--- config.mk ---
export PLATFORM = sky130hd
export DESIGN_NAME = lprc_ctrl
export DESIGN_NICKNAME = d
export VERILOG_FILES = /design/src/hdl/lprc_pkg.sv /design/src/hdl/lprc_ctrl.sv
export SDC_FILE = /design/constraint.sdc
export NUM_CORES = 1
export LEC_CHECK = 0
export ABC_AREA = 1
export BUFFER_PORTS_ARGS = -buffer_cell sky130_fd_sc_hd__buf_2
export CAP_MARGIN = 20
export CORE_ASPECT_RATIO = 0.5
export CORE_MARGIN = 5
export CORE_UTILIZATION = 45
export DETAILED_ROUTE_END_ITERATION = 8
export PLACE_DENSITY = 0.77
export SLEW_MARGIN = 25
export SYNTH_ARGS = -nofsm -noshare
export SYNTH_HDL_FRONTEND = slang
export SYNTH_SLANG_ARGS = --single-unit
--- constraint.sdc ---
create_clock -name clk -period 6.55 [get_ports clk]
set_clock_uncertainty 0.05 [all_clocks]
set_input_delay 0.3275 -clock clk [delete_from_list [all_inputs] [get_ports clk]]
set_output_delay 0.3275 -clock clk [all_outputs]
set_load 0.02 [all_outputs]
--- src/hdl/lprc_pkg.sv ---
// Package of constants and types for the low-power mode and reset control.
package lprc_pkg;

  // ---------------------------------------------------------------------------
  // Bus register offsets (byte addresses)
  // ---------------------------------------------------------------------------
  localparam logic [7:0] LPRC_OFS_CTRL_ONE = 8'h00;
  localparam logic [7:0] LPRC_OFS_CTRL_TWO = 8'h04;
  localparam logic [7:0] LPRC_OFS_TRAP = 8'h08;
  localparam logic [7:0] LPRC_OFS_INTR = 8'h0C;
  localparam logic [7:0] LPRC_OFS_STATUS = 8'h10;

  // ---------------------------------------------------------------------------
  // Field positions
  // ---------------------------------------------------------------------------
  localparam int LPRC_BIT_STOP = 7;
  localparam int LPRC_BIT_WAKE_RELEASE_MODE_SELECT = 6;
  localparam int LPRC_BIT_WUT_HI = 3;
  localparam int LPRC_BIT_WUT_LO = 2;
  localparam int LPRC_BIT_DIV = 1;
  localparam int LPRC_BIT_IDLE = 4;
  localparam int LPRC_BIT_IMF = 0;
  localparam int LPRC_BIT_TRAP_ALLOW = 0;

  // ---------------------------------------------------------------------------
  // Reset values
  // ---------------------------------------------------------------------------
  localparam logic [7:0] LPRC_RST_CTRL_ONE = 8'h00;
  localparam logic [7:0] LPRC_RST_CTRL_TWO = 8'h00;
  localparam logic LPRC_RST_JF = 1'b1;
  localparam logic LPRC_RST_TRAP_ALLOW = 1'b1;
  localparam logic [7:0] LPRC_TRAP_KEY = 8'hA5;
  localparam logic [19:0] LPRC_RESET_VECTOR = 20'hFFFFC;

  // ---------------------------------------------------------------------------
  // Timing
  // ---------------------------------------------------------------------------
  localparam int LPRC_CLK_MHZ = 125;
  localparam int LPRC_WU_CODE00 = 3 * (2 ** 16);
  localparam int LPRC_WU_CODE01 = 2 ** 16;
  localparam int LPRC_WU_CODE10 = 2 ** 14;
  localparam int LPRC_RST_MIN_FC = 12;
  localparam int LPRC_RST_SYNC_CYC = 2;

  typedef enum logic [3:0] {
    LPRC_RUN = 4'h1,
    LPRC_STOP = 4'h2,
    LPRC_WARM = 4'h4,
    LPRC_IDLE = 4'h8
  } lprc_mode_e;

  typedef struct packed {
    logic [31:0] haddr;
    logic [1:0] htrans;
    logic hwrite;
    logic [2:0] hsize;
    logic hsel;
    logic hready;
    logic [31:0] hwdata;
  } lprc_ahb_req_s;

  typedef struct packed {
    logic [31:0] hrdata;
    logic hreadyout;
    logic hresp;
  } lprc_ahb_rsp_s;

endpackage : lprc_pkg

--- src/hdl/lprc_ctrl.sv ---
// Low-power mode sequencer and reset combiner with an AHB-Lite slave.
`timescale 1ns/1ns
// -----------------------------------------------------------------------------
// Overview of operation
// - Edge mode: wake pin rising edge leaves sleep.
// - Edge mode enters deep sleep despite high pin.
// - Release starts with only oscillator running.
// - Warm-up keeps internal circuits idle.
// - Two-bit warm-up select, code 11 reserved.
// - Warm-up counts 3x2^16, 2^16, 2^14, doubled.
// - Resume after warm-up, timing divider cleared.
// - Release clears deep-sleep command bit.
// - Bit 7 of control one enters deep sleep.
// - Reset pin low in sleep resets after twelve synchronised low cycles.
// - Light sleep halts CPU and watchdog only.
// - Light sleep preserves state; PC skips two.
// - Bit 4 of control two enters light sleep.
// - Master off: enabled source wakes, no vector.
// - Master on: enabled source wakes into handler.
// - Pending watchdog interrupt blocks light sleep.
// - Four reset sources combine into one reset.
// - Power-on sys_rst clears internal reset causes.
// - Reset sets bank, flags, enables, latches.
// - Reset release fetches vector at FFFFC.
// - Fetch from trap areas causes reset.
// - Trap permitted after reset; software may prohibit.
// -----------------------------------------------------------------------------
module lprc_ctrl
  import lprc_pkg::*;
(
  // Clock and reset
  input wire logic clk,
  input wire logic sys_rst,
  // Pins
  input wire logic wakePin_n,
  input wire logic resetPin_n,
  // Bus
  input wire lprc_ahb_req_s ahbReq,
  output lprc_ahb_rsp_s ahbRsp,
  // Core side
  input wire logic fetchInTrapArea,
  input wire logic watchdogReset,
  input wire logic systemClockReset,
  input wire logic watchdogIntPending,
  input wire logic [7:0] interruptRequest,
  output logic cpuHalt,
  output logic watchdogHalt,
  output logic periphHalt,
  output logic oscillatorRun,
  output logic timingDividerClear,
  output logic wakeVector,
  output logic chipReset,
  output logic [19:0] resetVector,
  output logic [1:0] registerBankSelector,
  output logic jumpStatusFlag,
  output logic interruptNestingFlag,
  output logic watchdogEnable,
  output logic [7:0] interruptPendingLatch
);

  typedef struct packed {
    logic [1:0] wakeSync;
    logic [1:0] rstSync;
    logic wakePrev;
    logic [7:0] systemControlOne;
    logic [7:0] systemControlTwo;
    logic trapAllow;
    logic masterInterruptEnable;
    logic [7:0] individualInterruptEnable;
    logic [7:0] pendingLatch;
    lprc_mode_e mode;
    logic [19:0] warmCount;
    logic [4:0] lowCount;
    logic internalReset;
    logic vectorPulse;
    logic [7:0] addrPhase;
    logic writePhase;
    logic [31:0] rdata;
  } lprc_state_s;

  lprc_state_s st;
  lprc_state_s next_st;

  // ---------------------------------------------------------------------------
  // Warm-up length
  // ---------------------------------------------------------------------------
  function automatic logic [19:0] warmLength(input logic [1:0] sel,
                                             input logic dbl);
    logic [19:0] base;
    base = 20'h00000;
    case (sel)
      2'b00: base = 20'(LPRC_WU_CODE00);
      2'b01: base = 20'(LPRC_WU_CODE01);
      2'b10: base = 20'(LPRC_WU_CODE10);
      default: base = 20'(LPRC_WU_CODE10);
    endcase
    return dbl ? {base[18:0], 1'b0} : base;
  endfunction : warmLength

  logic extResetValid;
  logic anyReset;
  logic wakeEvent;

  // Reset pin counts as a reset only after twelve synchronised low cycles.
  assign extResetValid = st.lowCount >= 5'(LPRC_RST_MIN_FC);
  assign anyReset = extResetValid | st.internalReset;
  assign wakeEvent = |(st.pendingLatch & st.individualInterruptEnable);

  always_comb begin
    logic addrOk;
    logic [7:0] wd;
    addrOk = 1'b0;
    wd = 8'h00;
    next_st = st;
    // the first stage feeds only the second.
    next_st.wakeSync = {st.wakeSync[0], wakePin_n};
    next_st.rstSync = {st.rstSync[0], resetPin_n};
    next_st.wakePrev = st.wakeSync[1];
    next_st.vectorPulse = 1'b0;
    if (!st.rstSync[1] && st.lowCount < 5'(LPRC_RST_MIN_FC)) begin
      next_st.lowCount = st.lowCount + 5'd1;
    end else if (st.rstSync[1]) begin
      next_st.lowCount = 5'd0;
    end
    // Internal causes; sys_rst clears these and zeroes the state except the synchronisers, wakePrev, trapAllow and mode.
    next_st.internalReset = watchdogReset | systemClockReset
      | (fetchInTrapArea & st.trapAllow);
    next_st.pendingLatch = st.pendingLatch | interruptRequest;

    // Bus slave: zero-wait, always OKAY.
    addrOk = ahbReq.hsel & ahbReq.hready & ahbReq.htrans[1];
    if (st.writePhase) begin
      wd = ahbReq.hwdata[7:0];
      case (st.addrPhase)
        LPRC_OFS_CTRL_ONE: next_st.systemControlOne = wd;
        LPRC_OFS_CTRL_TWO: begin
          next_st.systemControlTwo = wd;
          if (watchdogIntPending) begin
            next_st.systemControlTwo[LPRC_BIT_IDLE] = 1'b0;
          end
        end
        LPRC_OFS_TRAP: begin
          if (wd == LPRC_TRAP_KEY) next_st.trapAllow = 1'b0;
          else if (wd == 8'h00) next_st.trapAllow = 1'b1;
        end
        LPRC_OFS_INTR: begin
          next_st.masterInterruptEnable = ahbReq.hwdata[8 + LPRC_BIT_IMF];
          next_st.individualInterruptEnable = ahbReq.hwdata[23:16];
          // Software clears latches by writing ones; new requests win.
          next_st.pendingLatch = (st.pendingLatch & ~wd) | interruptRequest;
        end
        default: ;
      endcase
    end
    next_st.writePhase = addrOk & ahbReq.hwrite;
    next_st.addrPhase = ahbReq.haddr[7:0];
    if (addrOk && !ahbReq.hwrite) begin
      case (ahbReq.haddr[7:0])
        LPRC_OFS_CTRL_ONE: next_st.rdata = {24'h0, st.systemControlOne};
        LPRC_OFS_CTRL_TWO: next_st.rdata = {24'h0, st.systemControlTwo};
        LPRC_OFS_INTR: next_st.rdata = {8'h0,
          st.individualInterruptEnable, 7'h0, st.masterInterruptEnable,
          st.pendingLatch};
        LPRC_OFS_STATUS: next_st.rdata = {26'h0, st.trapAllow,
          st.internalReset, st.mode};
        default: next_st.rdata = 32'h0;
      endcase
    end

    // Mode sequencer.
    case (st.mode)
      LPRC_RUN: begin
        if (st.systemControlOne[LPRC_BIT_STOP]) begin
          next_st.mode = LPRC_STOP;
        end else if (st.systemControlTwo[LPRC_BIT_IDLE]) begin
          next_st.mode = LPRC_IDLE;
        end
      end
      LPRC_STOP: begin
        if (!st.systemControlOne[LPRC_BIT_WAKE_RELEASE_MODE_SELECT]
            && st.wakeSync[1] && !st.wakePrev) begin
          next_st.mode = LPRC_WARM;
          next_st.warmCount = warmLength(
            st.systemControlOne[LPRC_BIT_WUT_HI:LPRC_BIT_WUT_LO],
            st.systemControlOne[LPRC_BIT_DIV]);
          next_st.systemControlOne[LPRC_BIT_STOP] = 1'b0;
        end else if (st.systemControlOne[LPRC_BIT_WAKE_RELEASE_MODE_SELECT]
                     && st.wakeSync[1]) begin
          next_st.mode = LPRC_WARM;
          next_st.warmCount = warmLength(
            st.systemControlOne[LPRC_BIT_WUT_HI:LPRC_BIT_WUT_LO],
            st.systemControlOne[LPRC_BIT_DIV]);
          next_st.systemControlOne[LPRC_BIT_STOP] = 1'b0;
        end
      end
      LPRC_WARM: begin
        if (st.warmCount <= 20'd1) begin
          next_st.mode = LPRC_RUN;
          next_st.warmCount = 20'd0;
        end else begin
          next_st.warmCount = st.warmCount - 20'd1;
        end
      end
      LPRC_IDLE: begin
        if (wakeEvent) begin
          next_st.mode = LPRC_RUN;
          next_st.systemControlTwo[LPRC_BIT_IDLE] = 1'b0;
          next_st.vectorPulse = st.masterInterruptEnable;
        end
      end
      default: next_st.mode = LPRC_RUN;
    endcase

    // Any reset source wins over every mode.
    if (anyReset) begin
      next_st.mode = LPRC_RUN;
      next_st.systemControlOne = LPRC_RST_CTRL_ONE;
      next_st.systemControlTwo = LPRC_RST_CTRL_TWO;
      next_st.masterInterruptEnable = 1'b0;
      next_st.individualInterruptEnable = 8'h00;
      next_st.pendingLatch = 8'h00;
      next_st.trapAllow = LPRC_RST_TRAP_ALLOW;
      next_st.warmCount = 20'd0;
    end
  end

  always_ff @(posedge clk or posedge sys_rst) begin
    if (sys_rst) begin
      st <= '0;
      st.wakeSync <= 2'b11;
      st.rstSync <= 2'b11;
      st.wakePrev <= 1'b1;
      st.trapAllow <= LPRC_RST_TRAP_ALLOW;
      st.mode <= LPRC_RUN;
    end else begin
      st <= next_st;
    end
  end

  // ---------------------------------------------------------------------------
  // Outputs
  // ---------------------------------------------------------------------------
  assign ahbRsp.hrdata = st.rdata;
  assign ahbRsp.hreadyout = 1'b1;
  assign ahbRsp.hresp = 1'b0;
  assign cpuHalt = st.mode != LPRC_RUN;
  assign watchdogHalt = st.mode != LPRC_RUN;
  assign periphHalt = st.mode == LPRC_STOP || st.mode == LPRC_WARM;
  assign oscillatorRun = st.mode != LPRC_STOP;
  assign timingDividerClear = st.mode == LPRC_STOP
    || st.mode == LPRC_WARM || anyReset;
  assign wakeVector = st.vectorPulse;
  assign chipReset = anyReset | sys_rst;
  assign resetVector = LPRC_RESET_VECTOR;
  assign registerBankSelector = 2'b00;
  assign jumpStatusFlag = LPRC_RST_JF;
  assign interruptNestingFlag = 1'b0;
  assign watchdogEnable = 1'b1;
  assign interruptPendingLatch = st.pendingLatch;

endmodule : lprc_ctrl

Word-level counts from Yosys, hierarchy flattened
Cells that the tools add are included.

storage, ports and cells
  register bits after elaboration = 111
  bits in latches = 0
  memory bits (writable) = 0
  ROM bits = 0
  input port bits = 88
  output and inout bits = 74
  logic and storage cells = 115
  memories = 0

operators by class
  $add $sub $neg = 2
  multiply operators = 0
  divide/modulo/power cells = 0
  $lt $le $gt $ge = 3
  eq/ne operators = 18
  shift-type cells = 0
  mux-type cells = 30
  bitwise logic cells = 13
  reduce and logical (&&, ||, !) cells = 30

operators by type and width
  operator                                                          count
  case mux 24 bit (4 select lines)                                  1
  2-to-1 mux 58 bit                                                 1
  2-to-1 mux 24 bit                                                 2
  2-to-1 mux 20 bit                                                 2
  case mux 20 bit (2 select lines)                                  1
  case mux 18 bit (2 select lines)                                  1
  2-to-1 mux 34 bit                                                 1
  equality test 8 x 4 -> 1 bit (second input constant)              3
  logical NOT 8 bit                                                 3
  less-or-equal comparator 20 x 1 -> 1 bit (second input constant)  1
  subtractor 20 x 1 -> 20 bit (second input constant)               1
  2-to-1 mux 17 bit                                                 1
  AND 8 bit                                                         2
  equality test 8 x 3 -> 1 bit (second input constant)              2
  2-to-1 mux 4 bit                                                  4
  2-to-1 mux 8 bit                                                  2
  OR 8 bit                                                          2
  case mux 4 bit (4 select lines)                                   1
  nonzero test 2 bit                                                6
  2-to-1 mux 1 bit                                                  11
  2-to-1 mux 5 bit                                                  2
  equality test 8 x 5 -> 1 bit (second input constant)              1
  equality test 8 bit (second input constant)                       1
  inequality test 4 bit (second input constant)                     2
  23 further kinds                                                  42

Logic depth before layout (Yosys ltp)
  depth in word-level cells = 9
  gate-level depth with buffers = 12
  gate-level depth less buffers = 11

Worst setup path before layout
Ideal clock, no wire load.

  path kind = input to output
  start = input port sys_rst
  end = output port chipReset
  arrival = 2.868 ns
  required time = 6.173 ns
  slack = 3.305 ns
  cell stages on the path = 2
  buffers on the path = 0
  cells stage by stage = inv_1 > nand2_1

between the ends
  word-level cells in the longest chain between the ends = 1

ends and longest elaborated chain
  element          RTL line          source
  start, declared  lprc_ctrl.sv:33   input wire logic sys_rst,
  OR 1 bit         lprc_ctrl.sv:253  assign chipReset = anyReset | sys_rst;
  end, declared    lprc_ctrl.sv:52   output logic chipReset,

No other way between the ends.

Worst setup path in the final report
  start = register st[45] (netlist bit)
  end = register st[58] (netlist bit)

between the ends
  word-level cells in the longest chain between the ends = 4
  elaborated cells on any way between the ends = 6
  those cells by class = order compare: 1; eq/ne: 1; mux: 1; bitwise: 1; reduce/logical: 2

ends and longest elaborated chain
  element                                                                       RTL line          source
  start, declared                                                               lprc_ctrl.sv:81   lprc_state_s st;
  start signal, assigned                                                        lprc_ctrl.sv:236  st <= next_st;
  greater-or-equal comparator 5 x 4 -> 1 bit *                                  lprc_ctrl.sv:105  assign extResetValid = st.lowCount >= 5'(LPRC_RST_MIN_FC);
  OR 1 bit *                                                                    lprc_ctrl.sv:106  assign anyReset = extResetValid | st.internalReset;
  inequality test 4 bit (no line) / nonzero test 3 bit (equally long branches)  n/a
  AND reduction 2 bit (no line)                                                 n/a

Every way passes the cells marked *; elsewhere a longest branch is shown, timed or not.
A chain may end at the register's enable or synchronous reset.

==> impl_metrics.ini <==
[outcome]
status = completed

[sta]
maxSlewViolCount = 0
max_freq_mhz = 457
finalHoldViolCount = 0
setup_viol = 0
period_minus_slack_ns = 2.19
tightest_slew_ns = 0.765
grt_setup_unrepaired = no
fin_crit_sh_pct = 33.4
tns_ns = 0
max_slew_margin_pct = 49.0

[yosys]
synthCells = 716
yosysSeqAreaShare_pct = 44.3
synth.distinct_cells = 39
synth_edf_count = 0
yosys_most_used_dff = dfrtp_1
synth_area_leaders = dfrtp_1 (41%), nand2_1 (13%), buf_4 (9.4%), nand3_1 (5.8%), nor2_1 (5.6%)
synth_top_area_cell = dfrtp_1
ys_ff_latch = 96
syn_avg_cell_area_um2 = 7.61
synth_compound_area_share_pct = 8.96
ys_warn_count = 0
synth.area.mux_share_pct = 0
synth.top_cell.area_share_pct = 40.9
synth_top_family_by_area = simple AND/OR/NAND/NOR gates
synth_xor_xnor_area_share_pct = 0.483
netlist_area_um2 = 5450
postSynth.asyncResetShare_pct = 100
synthSimpleGateAreaFrac_pct = 29.8
synth_fa_ha_area_share_pct = 0.919

[clock_network]
root_buffer = clkbuf_16
cts.clk_slew.worst_paths_ns = 0.06
cts_made_buffers = 9
cts_hold_buf = 1
clkLatencyLatePin_ns = 0.35
cts_tree = yes
cts_setup_buffers = 0
cts_htree_levels = 3
cts_resized = 0
clock_sink_count = 96
cts_buffer_depth = 2

[worst_setup_path]
reg2reg_slack_ns = 4.36
cp.arrival_ns = 2.40
startpoint = st[45]
crit_path_end_kind = flop
crit_end = st[58]
r2r_start = st[45]
crit_fanout = 27
r2r_cells = 11
required_ns = 6.77
cp-start-kind = flop
critical_path_class = reg2reg
rr_endpoint = st[58]

[power_and_ir_drop]
cellLeakagePower_uw = 0.00310
ir_worst_vdd_mv = 0.112
power_density_nw_per_um2 = 219

[global_routing]
overflow = 0
grt_pass1_wl_um = 21500
grt_usage_pct = 18.8
grt_pass1_vias = 4438
antenna_found_initial = 0
grt_max_degree = 84

[place]
place_congestion = 0.914
port_buffers = 76
place_hpwl_um = 9710
dp.cells = 919

[route]
first_pass_iters = 5
drt_iter0_drc = 355
wl_per_cell_um = 14.0
route.vias.total = 4628
routed_via_density = 4.94
drc = 0
ant_nets = 0
wl_um = 13100

[cells_and_area]
area_growth_pct = 9.37
final_cell_count_no_fill = 936
layout.nets = 858
drive_above_1_share_pct = 16.7
fillers = 1163
antenna_cells = 0

[floorplanning]
die_height_um = 87.8
die_area_um2 = 14500
io_pins = 162
num_rows = 28
initial_core_util_pct = 46.0
die-width_um = 166
core-area_um2 = 11800

[job]
max-cap-violations = 0

[min_path]
hp-class = in2reg
-- worst max-delay path: stages (launching register included) --
cell and delay [ns]:
dfrtp_1 0.41, nand2_1 0.08, nand2_2 0.07, inv_2 0.09
nand2_4 0.20, nor2_4 0.17, nand2_2 0.13, nand2_2 0.35
inv_2 0.15, nand2_2 0.19, inv_2 0.08, a21oi_1 0.13
-- Yosys cell counts, drive strengths merged, types with 2 or more instances --
library cell	instances
nor2	86
nand3	66
xor2	3
nand4	13
nor3	8
conb	2
o31ai	9
nand3b	3
buf	74
dfrtp	89
a21oi	16
ha	4
dfstp	7
or2	3
clkbuf	6
inv	71
nand2	189
o21ai	56
o21bai	4
-- area by class of cell --
cell class                 count  area, um2  share of cell area (%)
inverter                      72        273                    4.58
timing repair buffer          79        409                    6.87
tap                          165        206                    3.47
multi-input combinational    508       2350                    39.4
clock buffer                  12        256                    4.31
sequential                    96       2410                    40.5
clock inverter                 4       52.6                   0.882
-- cells by family after synthesis --
| family | count (synthesis) |
|---|---|
| AO/OA/AOI/OAI | 89 |
| XOR/XNOR | 3 |
| adder cells (fa/ha/maj) | 4 |
| buffers and inverters | 152 |
| flip-flops | 96 |
| other | 2 |
| AND/OR/NAND/NOR | 370 |
-- per-layer routing --
| layer | up-vias | GRT usage, % | share of wire [%] |
|---|---|---|---|
| li1 | 2287 | - | - |
| met1 | 2170 | 23.8 | 44 |
| met2 | 151 | 32.8 | 47 |
| met3 | 20 | 3.67 | 6.6 |
| met4 | 0 | 6.29 | 1.9 |
| met5 | - | 0 | 0 |
-- through the flow --
| step | hold slack (ns) | area (um2) | setup slack, ns | total power, uW | utilization (%) |
|---|---|---|---|---|---|
| floorplan | 0.282 | 5600 | 3.30 | 751 | - |
| global placement | 0.226 | 5630 | 4.40 | 768 | 47.5 |
| detailed placement | 0.223 | 5630 | 4.32 | 771 | 47.5 |
| CTS | 0.0252 | 5950 | 4.35 | 1310 | 50.2 |
| global route | 0.0174 | 5960 | 4.14 | 1360 | 50.3 |
| finish | 0.0341 | 5960 | 4.36 | 1300 | 50.3 |
-- flip-flops by register name, summed over array words and instances, names as in the netlist --
| register | flops |
|---|---|
| wakeVector | 1 |
| st | 67 |
| next_st | 3 |
| interruptPendingLatch | 8 |
| ahbRsp | 17 |
-- power by group --
| part | switching, uW | internal, uW |
|---|---|---|
| clock network | 222 | 318 |
| registers | 9.56 | 605 |
| logic | 107 | 41.1 |
| total | 339 | 964 |
-- cell usage in the layout (no fill, tap or decap), drive strengths merged --
cell,netlist,layout
xor2,3,3
ha,4,4
a21oi,16,16
and3,1,1
clkbuf,6,12
o31ai,9,9
buf,74,78
a211o,1,1
nor2,86,86
nor3,8,8
nand3b,3,3
or2,3,3
o211ai,1,1
inv,71,71
nand4,13,13
bufinv,0,1
conb,2,42
o21ai,56,56
nor4,1,1
o21bai,4,4
nand3,66,66
dfrtp,89,89
nand2,189,189
dfstp,7,7
clkinv,1,4
dlygate4sd3,0,1
a211oi,1,1
a31oi,1,1
-- how the worst min path moves through the flow --
stage                     slack (ns)       start           end  cells after the start
after detailed placement        0.22     sys_rst        st[53]                      2
after global placement          0.23     sys_rst        st[61]                      2
after floorplan                 0.28  resetPin_n  next_st[108]                      0
after global routing            0.02   wakePin_n  next_st[110]                      1
final                           0.03   wakePin_n  next_st[110]                      1
after CTS                       0.03   wakePin_n  next_st[110]                      1
Power figures use the tool's default switching activity.
